`src/mse_pkg.sv`:
```
// ==========================================
// Shared types and constants
package mse_pkg;

	typedef enum logic [3:0] {
		OP_COPY,
		OP_IDLE,
		OP_PULL,
		OP_PUSH,
		OP_SUB_EXIT,
		OP_IRQ_EXIT,
		OP_SHL,
		OP_SHLC,
		OP_SHR
	} mse_op_e;

	typedef struct packed {
		mse_op_e op;
		logic byte_sz;
		logic [15:0] src;
		logic [15:0] dst;
	} mse_cmd_s;

	typedef struct packed {
		logic n;
		logic z;
		logic c;
		logic v;
	} mse_flags_s;

	typedef struct packed {
		logic osc_disable_bit;
		logic core_halt_bit;
		logic global_irq_enable;
	} mse_mode_s;

	// ==========================================
	// Stack and address constants
	localparam logic [19:0] SP_STEP = 20'h00002;
	localparam logic [19:0] SP_RESET = 20'h00000;
	localparam logic [19:0] PC_RESET = 20'h00000;
	localparam logic [3:0] PC_HI_CLEAR = 4'h0;
	localparam logic [7:0] BYTE_ZERO = 8'h00;
	localparam logic [15:0] WORD_ZERO = 16'h0000;

	// ==========================================
	// Signed-doubling overflow window
	localparam logic [15:0] SHL_OVF_W_LO = 16'h4000;
	localparam logic [15:0] SHL_OVF_W_HI = 16'hc000;
	localparam logic [7:0] SHL_OVF_B_LO = 8'h40;
	localparam logic [7:0] SHL_OVF_B_HI = 8'hc0;

	// ==========================================
	// Status word layout
	localparam int SR_C = 0;
	localparam int SR_Z = 1;
	localparam int SR_N = 2;
	localparam int SR_GIE = 3;
	localparam int SR_HALT = 4;
	localparam int SR_OSC = 5;
	localparam int SR_V = 8;
	localparam int SR_PC_LO = 12;
	localparam int SR_PC_HI = 15;
	localparam int WORD_MSB = 15;
	localparam int BYTE_MSB = 7;

endpackage

```
`src/mse_exec.sv`:
```
`timescale 1ns/1ps
module mse_exec
	import mse_pkg::*;
(
	input wire logic clk_sys,
	input wire logic rst_n,
	input wire logic cmd_valid,
	output logic cmd_ready,
	input wire mse_cmd_s cmd,
	output logic res_valid,
	output logic [15:0] res_data,
	output logic mem_req,
	output logic mem_we,
	output logic [19:0] mem_addr,
	output logic [15:0] mem_wdata,
	input wire logic [15:0] mem_rdata,
	input wire logic mem_ack,
	output logic [19:0] sp,
	output logic [19:0] pc,
	output mse_flags_s flags,
	output mse_mode_s mode
);

	typedef enum logic [2:0] {
		ST_IDLE,
		ST_PULL,
		ST_PUSH,
		ST_RET,
		ST_INTERRUPT_EXIT_SR,
		ST_INTERRUPT_EXIT_PC
	} mse_state_e;

	// ==========================================
	// Helpers
	function automatic logic [15:0] size_of(input logic [15:0] v, input logic b);
		size_of = b ? {BYTE_ZERO, v[7:0]} : v;
	endfunction

	function automatic logic msb_of(input logic [15:0] v, input logic b);
		msb_of = b ? v[BYTE_MSB] : v[WORD_MSB];
	endfunction

	function automatic logic shl_ovf(input logic [15:0] v, input logic b);
		if (b)
		begin
			shl_ovf = (v[7:0] >= SHL_OVF_B_LO) && (v[7:0] < SHL_OVF_B_HI);
		end
		else
		begin
			shl_ovf = (v >= SHL_OVF_W_LO) && (v < SHL_OVF_W_HI);
		end
	endfunction

	// ==========================================
	// State
	mse_state_e state, next_state;
	logic byte_q, next_byte_q;
	logic [3:0] pc_hi, next_pc_hi;
	logic [19:0] next_sp, next_pc;
	logic [15:0] next_res_data, next_wdata, wdata, shift_r;
	logic next_res_valid, shift_c, accept;
	mse_flags_s next_flags;
	mse_mode_s next_mode;

	assign cmd_ready = (state == ST_IDLE);
	assign accept = cmd_valid && cmd_ready;
	assign mem_req = (state != ST_IDLE);
	assign mem_we = (state == ST_PUSH);
	assign mem_addr = sp;
	assign mem_wdata = wdata;

	// ==========================================
	// Shifter, shared by the three shift ops
	always_comb
	begin
		shift_r = WORD_ZERO;
		shift_c = 1'b0;
		case (cmd.op)
			OP_SHL:
			begin
				shift_r = size_of({cmd.dst[14:0], 1'b0}, cmd.byte_sz);
				shift_c = msb_of(cmd.dst, cmd.byte_sz);
			end
			OP_SHLC:
			begin
				shift_r = size_of({cmd.dst[14:0], flags.c}, cmd.byte_sz);
				shift_c = msb_of(cmd.dst, cmd.byte_sz);
			end
			OP_SHR:
			begin
				if (cmd.byte_sz)
				begin
					shift_r = {BYTE_ZERO, cmd.dst[7], cmd.dst[7:1]};
				end
				else
				begin
					shift_r = {cmd.dst[15], cmd.dst[15:1]};
				end
				shift_c = cmd.dst[0];
			end
			default:
			begin
				shift_r = WORD_ZERO;
				shift_c = 1'b0;
			end
		endcase
	end

	// ==========================================
	// Sequencer and architectural state
	always_comb
	begin
		next_state = state;
		next_byte_q = byte_q;
		next_pc_hi = pc_hi;
		next_sp = sp;
		next_pc = pc;
		next_flags = flags;
		next_mode = mode;
		next_wdata = wdata;
		next_res_data = res_data;
		next_res_valid = 1'b0;
		case (state)
			ST_IDLE:
			begin
				if (accept)
				begin
					next_byte_q = cmd.byte_sz;
					case (cmd.op)
						OP_COPY:
						begin
							next_res_data = size_of(cmd.src, cmd.byte_sz);
							next_res_valid = 1'b1;
						end
						OP_SHL, OP_SHLC, OP_SHR:
						begin
							next_res_data = shift_r;
							next_res_valid = 1'b1;
							next_flags.c = shift_c;
							next_flags.n = msb_of(shift_r, cmd.byte_sz);
							next_flags.z = (shift_r == WORD_ZERO);
							if (cmd.op == OP_SHR)
							begin
								next_flags.v = 1'b0;
							end
							else
							begin
								next_flags.v = shl_ovf(cmd.dst, cmd.byte_sz);
							end
						end
						OP_PULL:
						begin
							next_state = ST_PULL;
						end
						OP_PUSH:
						begin
							next_sp = sp - SP_STEP;
							next_wdata = size_of(cmd.src, cmd.byte_sz);
							next_state = ST_PUSH;
						end
						OP_SUB_EXIT:
						begin
							next_state = ST_RET;
						end
						OP_IRQ_EXIT:
						begin
							next_state = ST_INTERRUPT_EXIT_SR;
						end
						default:
						begin
							// Idle: the constant generator swallows the write
							next_res_valid = 1'b0;
						end
					endcase
				end
			end
			ST_PULL:
			begin
				if (mem_ack)
				begin
					next_res_data = size_of(mem_rdata, byte_q);
					next_res_valid = 1'b1;
					next_sp = sp + SP_STEP;
					next_state = ST_IDLE;
				end
			end
			ST_PUSH:
			begin
				if (mem_ack)
				begin
					next_state = ST_IDLE;
				end
			end
			ST_RET:
			begin
				if (mem_ack)
				begin
					next_pc = {PC_HI_CLEAR, mem_rdata};
					next_sp = sp + SP_STEP;
					next_state = ST_IDLE;
				end
			end
			ST_INTERRUPT_EXIT_SR:
			begin
				if (mem_ack)
				begin
					next_flags.n = mem_rdata[SR_N];
					next_flags.z = mem_rdata[SR_Z];
					next_flags.c = mem_rdata[SR_C];
					next_flags.v = mem_rdata[SR_V];
					next_mode.osc_disable_bit = mem_rdata[SR_OSC];
					next_mode.core_halt_bit = mem_rdata[SR_HALT];
					next_mode.global_irq_enable = mem_rdata[SR_GIE];
					next_pc_hi = mem_rdata[SR_PC_HI:SR_PC_LO];
					next_sp = sp + SP_STEP;
					next_state = ST_INTERRUPT_EXIT_PC;
				end
			end
			ST_INTERRUPT_EXIT_PC:
			begin
				if (mem_ack)
				begin
					next_pc = {pc_hi, mem_rdata};
					next_sp = sp + SP_STEP;
					next_state = ST_IDLE;
				end
			end
			default:
			begin
				next_state = ST_IDLE;
			end
		endcase
	end

	always_ff @(posedge clk_sys)
	begin
		if (!rst_n)
		begin
			state <= ST_IDLE;
			byte_q <= 1'b0;
			pc_hi <= PC_HI_CLEAR;
			sp <= SP_RESET;
			pc <= PC_RESET;
			flags <= '0;
			mode <= '0;
			wdata <= WORD_ZERO;
			res_data <= WORD_ZERO;
			res_valid <= 1'b0;
		end
		else
		begin
			state <= next_state;
			byte_q <= next_byte_q;
			pc_hi <= next_pc_hi;
			sp <= next_sp;
			pc <= next_pc;
			flags <= next_flags;
			mode <= next_mode;
			wdata <= next_wdata;
			res_data <= next_res_data;
			res_valid <= next_res_valid;
		end
	end
endmodule

```
`config.mk`:
```
export PLATFORM = sky130hd
export DESIGN_NAME = mse_exec
export DESIGN_NICKNAME = d
export VERILOG_FILES = /design/src/mse_pkg.sv /design/src/mse_exec.sv
export SDC_FILE = /design/constraint.sdc
export NUM_CORES = 1
export LEC_CHECK = 0
export BUFFER_PORTS_ARGS = -buffer_cell sky130_fd_sc_hd__clkbuf_2
export CORE_ASPECT_RATIO = 2
export CORE_MARGIN = 2
export CORE_UTILIZATION = 27
export DETAILED_ROUTE_END_ITERATION = 7
export SYNTH_ARGS = -nofsm -noshare
export SYNTH_HDL_FRONTEND = slang
export SYNTH_SLANG_ARGS = --single-unit
export TNS_END_PERCENT = 5
```
`constraint.sdc`:
```
create_clock -name clk_sys -period 6.5 [get_ports clk_sys]
set_input_delay 1.3 -clock clk_sys [delete_from_list [all_inputs] [get_ports clk_sys]]
set_output_delay 1.3 -clock clk_sys [all_outputs]
set_load 0.02 [all_outputs]
```
### Yosys cells after proc, flatten, opt, wreduce, memory -nomap -nowiden

Index checks and enable logic that the tools add are counted.
Widths: inputs -> output; s select.

* reductions and logical operators: 24
* eq/ne operators: 23
* magnitude comparators: 4
* shift operators: 0
* mux-type cells: 35
* $add $sub $neg: 2
* multiply operators: 0
* divide/modulo/power cells: 0
* bitwise logic cells: 0

Operator list (number)
* $mux 16: 7
* $mux 20: 5
* $pmux 20 s2: 2
* $pmux 16 s2: 2
* $pmux 16 s3: 1
* $add 20x2->20 const B: 1
* $sub 20x2->20 const B: 1
* $eq 4x3->1 const B: 4
* $ge 16x15->1 const B: 1
* $logic_not 16->1: 1
* $lt 16x16->1 const B: 1
* $reduce_and 4->1: 4
* $mux 4: 3
* $pmux 3 s4: 1
* $reduce_or 4->1: 3
* $ne 2x1->1 const B: 5
* $mux 3: 3
* $pmux 3 s3: 1
* $eq 4x2->1 const B: 2
* $ge 8x7->1 const B: 1
* $lt 8x8->1 const B: 1
* $ne 2x2->1 const B: 4
* $pmux 4 s2: 1
* $reduce_bool 2->1: 4
* other kinds (16): 29

* bits of input ports: 57
* output and inout port bits: 103
* latch bits: 0
* word-level logic and storage cells: 103
* bits in registers: 88
* ROM bits: 0
* RAM bits: 0
* memories: 0

### Depth between registers and ports, before layout

Gate-level depths: netlist of run 1.

* depth in word-level cells: 7
* mapped depth: 12
* gate-level depth less buffers: 10

### Least setup slack after synthesis of run 1

OpenSTA, ideal clock, no wires.

* path type: input port to flip-flop
* from: in cmd_valid
* to: reg sp[18], in the netlist mem_addr[18]
* arrival time: 3375 ps
* data required time: 6433 ps
* buffers on the path: 1
* cell stages on the path: 7
* slack: 3058 ps
* cell sequence: or4b_4 -> or4b_4 -> buf_6 -> or4_1 -> a211o_1 -> a21o_1 -> a21oi_2

* word-level cells in the longest chain between the ends: 3

RTL lines
* start: declaration: line mse_exec.sv:7 `input wire logic cmd_valid,`
* $logic_and 1x1->1: line mse_exec.sv:66 `assign accept = cmd_valid && cmd_ready;`
* $ne 2x1->1 (no line)
* $reduce_and 4->1 (no line)
* end signal: assignment: line mse_exec.sv:255 `sp <= next_sp;`
* end: declaration: line mse_exec.sv:18 `output logic [19:0] sp,`

No other way between the ends.
A chain may end at the register's enable or synchronous reset.

### Final worst setup path of run 1

Ends and elaborated chain as after synthesis.

==> out/metrics.csv, run 1 <==
metric,value,unit
synth_area_leaders,"dfxtp_1 (38%), nand2_1 (7.9%), a21oi_1 (7.8%)",
critical_path_class,input port to flop,
worstMarginPinSlew,1.09,ns
rsz0062_at_grt,no,
routed_wl,16300,um
vias,4685,
grt_pass1_vias,4455,
path_cells,clkbuf_2 -> or4b_4 -> or4b_4 -> or4_1 -> a211o_1 -> a21o_1 -> a21oi_2,
cp.required,6.78,ns
final.setup.tns,0,ns
p_seq_share,36.6,%
cp-end-kind,flop,
grtUsageTotal,18.4,%
yosysSeqAreaShare,38.1,%
yosysUniqueCellTypes,53,
crit_family,simple AND/OR/NAND/NOR gates,
finalMaxSlewViolations,0,
ioPinCount,160,
placed_cell_area,0.00533,mm2
grt_overflow,0,
syn2layout_area_growth,23.8,%
fmax,288,MHz
ys_seq_elements,87,
worstSkewPairLatency,0.35,ns
arrival,3.75,ns
routedWlPerCell,17.7,um
holdBufCountCts,0,
power.leakage,2.41,nW
async_flop_share,0,%
drv_cap,0,
holdCritPathClass,flop to flop,
synth.top_cell.area_share,38.1,%
period_minus_slack,3.47,ns
postSynthCellCount,602,
vias_per_cell,5.08,
cts_root_buffer,clkbuf_16,
clock_skew,0.00645,ns
regToRegSetupSlack,3.47,ns
switching_share,36.4,%
row_count,67,
fin_nets,770,
clock_sinks,87,
power_density,307,mW/mm2
fin_util,33.9,%
grt_max_degree,41,
hold_viol_final,0,
cell_internal_pwr,1.10,mW
drive_gt1_share,26.3,%
gp_congestion,0.884,
p_sw,632,uW
ys.flop_type,dfxtp_1,
syn-cell-area,0.00457,mm2
drt_iter0_drc,201,
dieHeight,188,um
clock_power_share,32.8,%
cp_num_buf_inv,1,
clk_path_buf_depth,2,
drt_first_pass_iters,6,
die_w,96.0,um
yosysTopAreaCell,dfxtp_1,
fin_area,0.00565,mm2
drc,0,
cts_buffers,9,
grt_pass1_wl,24900,um
antenna_cells,0,
synth_edf_count,0,
cpMostUsedCell,or4b_4,
yosysMostFrequentCell,nand2_1,
p_comb_share,30.5,%
ant_nets,0,
cts_max_level,3,
max-slew-margin-rel,27.1,%
die-area,0.0180,mm2
cts_tree,built,
syn_avg_cell_area,7.58,um2
timing.final.crit_share,53.4,%
yosys_warnings,0,
cp_slowest_stage_delay,0.77,ns
antenna_found_initial,0,
status,completed,
synth_common_cells,"nand2_1 (96), dfxtp_1 (87), a21oi_1 (71)",
peakVddDrop,0.000153,V
cts_resized,0,
coreArea,0.0167,mm2
start_util,27.4,%
post_cts_buffers,0,
crit_path_start_kind,input port,
post-dp-hpwl,12500,um
path_clk_slew,0.06,ns
nFillCells,1852,
setup_violations,0,
crit_fanout,36,
crit_slowest_cell,or4b_4,
io_buffers,157,
==> flip-flops by register name, indices dropped and copies added, names as in the netlist <==
signal     flops
byte_q         1
res_valid      1
pc_hi          4
flags          4
state          3
mem_wdata     16
mem_addr      19
pc            20
res_data      16
mode           3
==> layout by cell type, fill, tap and decap left out, types with 3 or more instances in the layout <==
master       n
clkbuf_2   157
nand2_1     96
dfxtp_1     87
a21oi_1     71
nor2_1      58
o21ai_0     29
nand3_1     18
a22oi_1     17
nor3_1      16
xor2_1      14
mux2i_1     14
nor4_1      10
or4_1        9
nand4_1      9
clkbuf_16    9
nor3b_1      8
xnor2_1      7
inv_1        6
nand2b_1     5
a211oi_1     5
o211ai_1     5
buf_4        5
or3_1        4
and2_1       4
o22ai_1      4
a31oi_1      3
a21boi_0     3
or2_2        3
==> path summary, 6_finish.rpt <==
path,start,to,cells after the start
worst max-delay path,cmd_valid,mem_addr[18],7
worst min-delay path,pc[12],pc[12],2
worst max register to register,state[2],mem_addr[17],11
worst min register to register,pc[12],pc[12],2
==> routing by layer <==
layer / vias to the layer above / wire [um] / part of all wire [%] / track usage, %
met5: - / 0 / 0 / 0
met2: 149 / 9370 / 58 / 35.6
met3: 27 / 792 / 4.9 / 3.37
li1: 2326 / - / - / -
met1: 2183 / 5520 / 34 / 18.0
met4: 0 / 611 / 3.8 / 8.41
==> tightest hold or removal path, cell delays in order (launching register included) <==
cell     delay [ns]
dfxtp_1        0.31
nand2_1        0.05
a21oi_1        0.05
==> power by group through the flow <==
stage	logic, mW	registers (mW)	clock network (mW)
final	0.530	0.636	0.570
after global routing	0.578	0.645	0.603
after CTS	0.529	0.635	0.587
after detailed placement	0.528	0.647	0
after global placement	0.525	0.647	0
after floorplan	0.352	0.662	0
==> area by class of cell <==
| cell class | instances | area (um2) | share of cell area, % |
|---|---|---|---|
| Tap cell | 207 | 259 | 4.58 |
| Sequential cell | 87 | 1740 | 30.8 |
| Inverter | 7 | 26.3 | 0.465 |
| Multi-Input combinational cell | 445 | 2480 | 43.9 |
| Clock buffer | 9 | 225 | 3.99 |
| Timing Repair Buffer | 162 | 823 | 14.6 |
| Clock inverter | 6 | 93.8 | 1.66 |
==> per-stage QoR <==
step                total power [mW]  cells  hold WS (ns)  setup WS [ns]
floorplan                       1.01    603         0.437           3.06
global placement                1.17    908         0.443           2.71
detailed placement              1.17    908         0.448           2.66
CTS                             1.75    923         0.457           3.03
global route                    1.83    923         0.477           2.90
finish                          1.74    923         0.454           3.03
==> cell families after synthesis <==
| group | count (synthesis) | synth area share (%) |
|---|---|---|
| AO/OA/AOI/OAI | 153 | 19.9 |
| XOR/XNOR | 21 | 4.03 |
| adder cells (fa/ha/maj) | 1 | 0.274 |
| buffers and inverters | 71 | 7.73 |
| flip-flops | 87 | 38.1 |
| multiplexers | 16 | 3.56 |
| AND/OR/NAND/NOR | 252 | 26.3 |
| other | 1 | 0.0821 |
Power figures use the tool's default switching activity.
==> run 2: changes to the inputs <==
clock period = 3.4 ns   (was 6.5 ns; I/O delays follow)
==> run 2 against run 1 <==
Compared with the run above:
- sequential share of layout area down 0.24 points
- clock skew increased by 0.0041 ns
- design area up 0.77%
- largest power group unchanged
==> out/metrics.csv, run 2 (same netlist as run 1, synthesis figures left out) <==
metric,value,unit
cp.required,3.62,ns
io_buffers,157,
drv_cap,0,
regMostFlops,pc,
critical_path_class,flop to flop,
fmax,355,MHz
worstMarginPinSlew,0.853,ns
cp_num_buf_inv,0,
cell_internal_pwr,2.07,mW
setup_violations,0,
fin_nets,775,
final_common_cell,clkbuf_2,
vias,4712,
coreArea,0.0167,mm2
cts_tree,built,
layout_common_cells,"clkbuf_2 (157), nand2_1 (96), dfxtp_1 (87), a21oi_1 (71), nor2_1 (58)",
clock_skew,0.0105,ns
holdBufCountCts,0,
cts_resized,0,
worstSkewPairLatency,0.35,ns
die-area,0.0180,mm2
cp-end-kind,flop,
cts_max_level,3,
grt_overflow,0,
switching_share,37.1,%
drt_first_pass_iters,5,
dieHeight,188,um
cts_root_buffer,clkbuf_16,
rsz0062_at_grt,no,
drt_iter0_drc,207,
row_count,67,
clk_path_buf_depth,2,
largest_reg_flops,20,
holdCritPathClass,flop to flop,
max-slew-margin-rel,43.0,%
peakVddDrop,0.000303,V
gp_congestion,0.893,
p_seq_share,36.8,%
final.setup.tns,0,ns
grt_pass1_vias,4386,
syn2layout_area_growth,24.7,%
antenna_cells,0,
crit_family,simple AND/OR/NAND/NOR gates,
vias_per_cell,5.07,
nFillCells,1830,
hold_viol_final,0,
grtUsageTotal,18.7,%
finalMaxSlewViolations,0,
drive_gt1_share,26.9,%
cts_buffers,9,
antenna_found_initial,0,
total_power,3.29,mW
status,completed,
crit_slowest_cell,dfxtp_1,
routedWlPerCell,17.6,um
drc,0,
grt_max_degree,39,
crit_fanout,15,
start_util,27.4,%
cpMostUsedCell,nor2_1,
post_cts_buffers,0,
arrival,3.04,ns
timing.final.crit_share,82.9,%
p_sw,1.22,mW
clock_power_share,32.1,%
die_w,96.0,um
ant_nets,0,
ioPinCount,160,
power_density,578,mW/mm2
cp_slowest_stage_delay,0.59,ns
routed_wl,16400,um
path_cells,and2_1 -> nor2_1 -> xnor2_1 -> ha_1 -> or4_1 -> or2_2 -> a21boi_0 -> mux2i_1 -> xor2_1 -> nor2_1,
crit_path_start_kind,flop,
post-dp-hpwl,12600,um
grt_pass1_wl,25000,um
clock_sinks,87,
period_minus_slack,2.82,ns
path_clk_slew,0.07,ns
p_comb_share,31.1,%
power.leakage,2.44,nW
-- run 2: worst register-to-register path, cell delays in order (launching register included) --
cell	delay [ns]
dfxtp_1	0.59
and2_1	0.23
nor2_1	0.07
xnor2_1	0.14
ha_1	0.27
or4_1	0.44
or2_2	0.33
a21boi_0	0.18
mux2i_1	0.24
xor2_1	0.16
nor2_1	0.05
-- run 2: worst paths after layout --
kind                  from           end  slack, ns  cells past startpoint
setup / recovery  state[2]  mem_addr[17]       0.58                     10
hold reg to reg     pc[12]        pc[12]       0.46                      2
setup reg to reg  state[2]  mem_addr[17]       0.58                     10
hold / removal      pc[12]        pc[12]       0.46                      2
-- run 2: layer usage --
metal / global-route usage, % / share of wire [%]
met5: 0 / 0
met4: 6.48 / 2.0
met3: 2.65 / 4.0
met2: 37.0 / 59
met1: 18.8 / 35
-- run 2: power by group through the flow --
stage	clock network (mW)	logic, mW	registers, mW
after global placement	0	1.02	1.24
after CTS	1.08	1.02	1.21
after global routing	1.13	1.12	1.23
after detailed placement	0	1.02	1.24
final	1.05	1.02	1.21
after floorplan	0	0.674	1.27
-- run 2: final cells by class --
class / count / area, um2 / area share (%)
Inverter: 7 / 26.3 / 0.461
Clock inverter: 6 / 73.8 / 1.30
Multi-Input combinational cell: 445 / 2480 / 43.6
Tap cell: 207 / 259 / 4.55
Clock buffer: 10 / 239 / 4.20
Timing Repair Buffer: 167 / 873 / 15.3
Sequential cell: 87 / 1740 / 30.6
-- run 2: metrics by stage --
step / cell area [um2] / util (%) / std cells / setup slack [ns] / hold WS (ns)
finish: 5690 / 34.1 / 929 / 0.580 / 0.455
global route: 5690 / 34.1 / 929 / 0.381 / 0.469
CTS: 5690 / 34.1 / 929 / 0.615 / 0.459
detailed placement: 5380 / 32.3 / 913 / 0.428 / 0.449
global placement: 5380 / 32.3 / 913 / 0.463 / 0.443
floorplan: 4570 / - / 603 / 0.408 / 0.437
==> run 3: changes to the inputs <==
clock period = 2.53 ns   (was 3.4 ns; I/O delays follow)
==> run 3 against run 2 <==
Compared with the run above:
- setup slack worse by 0.47 ns
- wire length is 1.4% higher
- design area grew 2.8%
- sequential cell count did not move
- critical endpoint is now mem_addr[18]
- largest cell class unchanged
- highest routed layer unchanged
==> out/metrics.csv, run 3 (same netlist as run 1, synthesis figures left out) <==
metric,value,unit
stdcell_count,951,
final.setup.tns,0,ns
hold_viol_final,0,
clk_path_buf_depth,2,
fmax,412,MHz
drv_cap,0,
holdWs,0.400,ns
power_density,765,mW/mm2
routedWlPerCell,17.5,um
critical_path_class,flop to flop,
cts_tree,built,
hold_end,pc[6],
crit_slowest_cell,or4b_4,
cp-end-kind,flop,
vias,4756,
cts_max_level,3,
status,completed,
clock_skew,0.0112,ns
fin_util,35.1,%
power.leakage,2.54,nW
worstRegToRegCells,6,
grt_pass1_vias,4578,
min_path_cells,3,
clock_sinks,87,
ioPinCount,160,
die-area,0.0180,mm2
drt_first_pass_iters,4,
regMostFlops,pc,
dieHeight,188,um
worstMarginPinSlew,0.588,ns
grt_max_degree,41,
post-dp-hpwl,12900,um
path_cells,or4b_4 -> or4b_4 -> or4_1 -> a211o_1 -> a21o_1 -> a21oi_2,
crit_family,simple AND/OR/NAND/NOR gates,
cp-startpoint,state[2],
start_util,27.4,%
regToRegSetupSlack,0.11,ns
path_clk_slew,0.07,ns
cts_root_buffer,clkbuf_16,
cp_slowest_stage_delay,0.54,ns
crit_path_start_kind,flop,
drt_iter0_drc,172,
finalWorstSetupSlack,0.105,ns
cts_resized,0,
cp_num_buf_inv,0,
holdBufCountCts,0,
timing.final.crit_share,95.8,%
period_minus_slack,2.42,ns
coreArea,0.0167,mm2
routed_wl,16600,um
setup_violations,0,
gp_congestion,0.900,
drc,0,
antenna_cells,0,
crit_fanout,6,
grt_overflow,0,
max-slew-margin-rel,60.4,%
grtUsageTotal,18.7,%
hp-start,mem_rdata[6],
worstSkewPairLatency,0.35,ns
row_count,67,
cp.required,2.82,ns
die_w,96.0,um
rr_endpoint,mem_addr[18],
post_cts_buffers,0,
vias_per_cell,5.00,
rr_startpoint,state[2],
cts_buffers,9,
fin_nets,797,
antenna_found_initial,0,
rsz0062_at_grt,no,
peakVddDrop,0.000360,V
layout_common_cells,"clkbuf_2 (157), nand2_1 (96), dfxtp_1 (85), a21oi_1 (71), nor2_1 (56)",
finalMaxSlewViolations,0,
dp_slack,-0.116,ns
io_buffers,157,
dp_cells,935,
syn2layout_area_growth,28.2,%
arrival,2.72,ns
ant_nets,0,
cpMostUsedCell,or4b_4,
largest_reg_flops,20,
final_common_cell,clkbuf_2,
grt_pass1_wl,25100,um
holdCritPathClass,input port to flop,
drive_gt1_share,29.7,%
-- run 3: cell types whose count changed in the layout (fill, tap and decap cells not counted), moves of 2 or more --
| cell | previous run | this run |
|---|---|---|
| dfxtp_1 | 87 | 85 |
| nor2_2 | 0 | 2 |
| buf_4 | 9 | 32 |
| nor2_1 | 58 | 56 |
-- run 3: layer usage --
metal	vias to the layer above	part of all wire, %	GRT usage [%]	wire (um)
met1	2213	34	17.2	5610
met5	-	0	0	0
met2	135	57	36.1	9430
li1	2375	-	-	-
met3	33	4.2	3.13	699
met4	0	5.3	11.2	879
-- run 3: stage by stage --
step	area, um2	power, mW
2_1_floorplan	4600	2.62
3_3_place_gp	5540	3.11
3_5_place_dp	5540	3.12
4_1_cts	5840	4.53
5_1_grt	5850	4.73
6_report	5850	4.48
-- run 3: power breakdown --
group / total (mW) / internal, mW / switching [mW]
sequential: 1.58 / 1.47 / 0.109
combinational: 1.51 / 0.582 / 0.930
clock: 1.38 / 0.776 / 0.603
-- run 3: worst max path at each step --
stage / end / depth (start not counted) / slack, ns
finish: mem_addr[18] / 6 / 0.11
global route: mem_addr[17] / 7 / 0.002
CTS: mem_addr[18] / 6 / 0.05
detailed placement: mem_addr[18] / 7 / -0.12
global placement: mem_addr[18] / 7 / -0.12
floorplan: mem_addr[18] / 7 / -0.12
-- run 3: area by class of cell --
| cell class | count | area, um2 |
|---|---|---|
| sequential | 87 | 1750 |
| multi-input combinational | 445 | 2490 |
| inverter | 7 | 26.3 |
| timing repair buffer | 189 | 1030 |
| clock buffer | 9 | 225 |
| clock inverter | 7 | 77.6 |
| tap | 207 | 259 |
| fill | 1860 | 10800 |
-- run 3: tightest hold or removal path: stages --
cell	delay, ns
clkbuf_2	0.09
nand2_1	0.05
a21oi_1	0.05
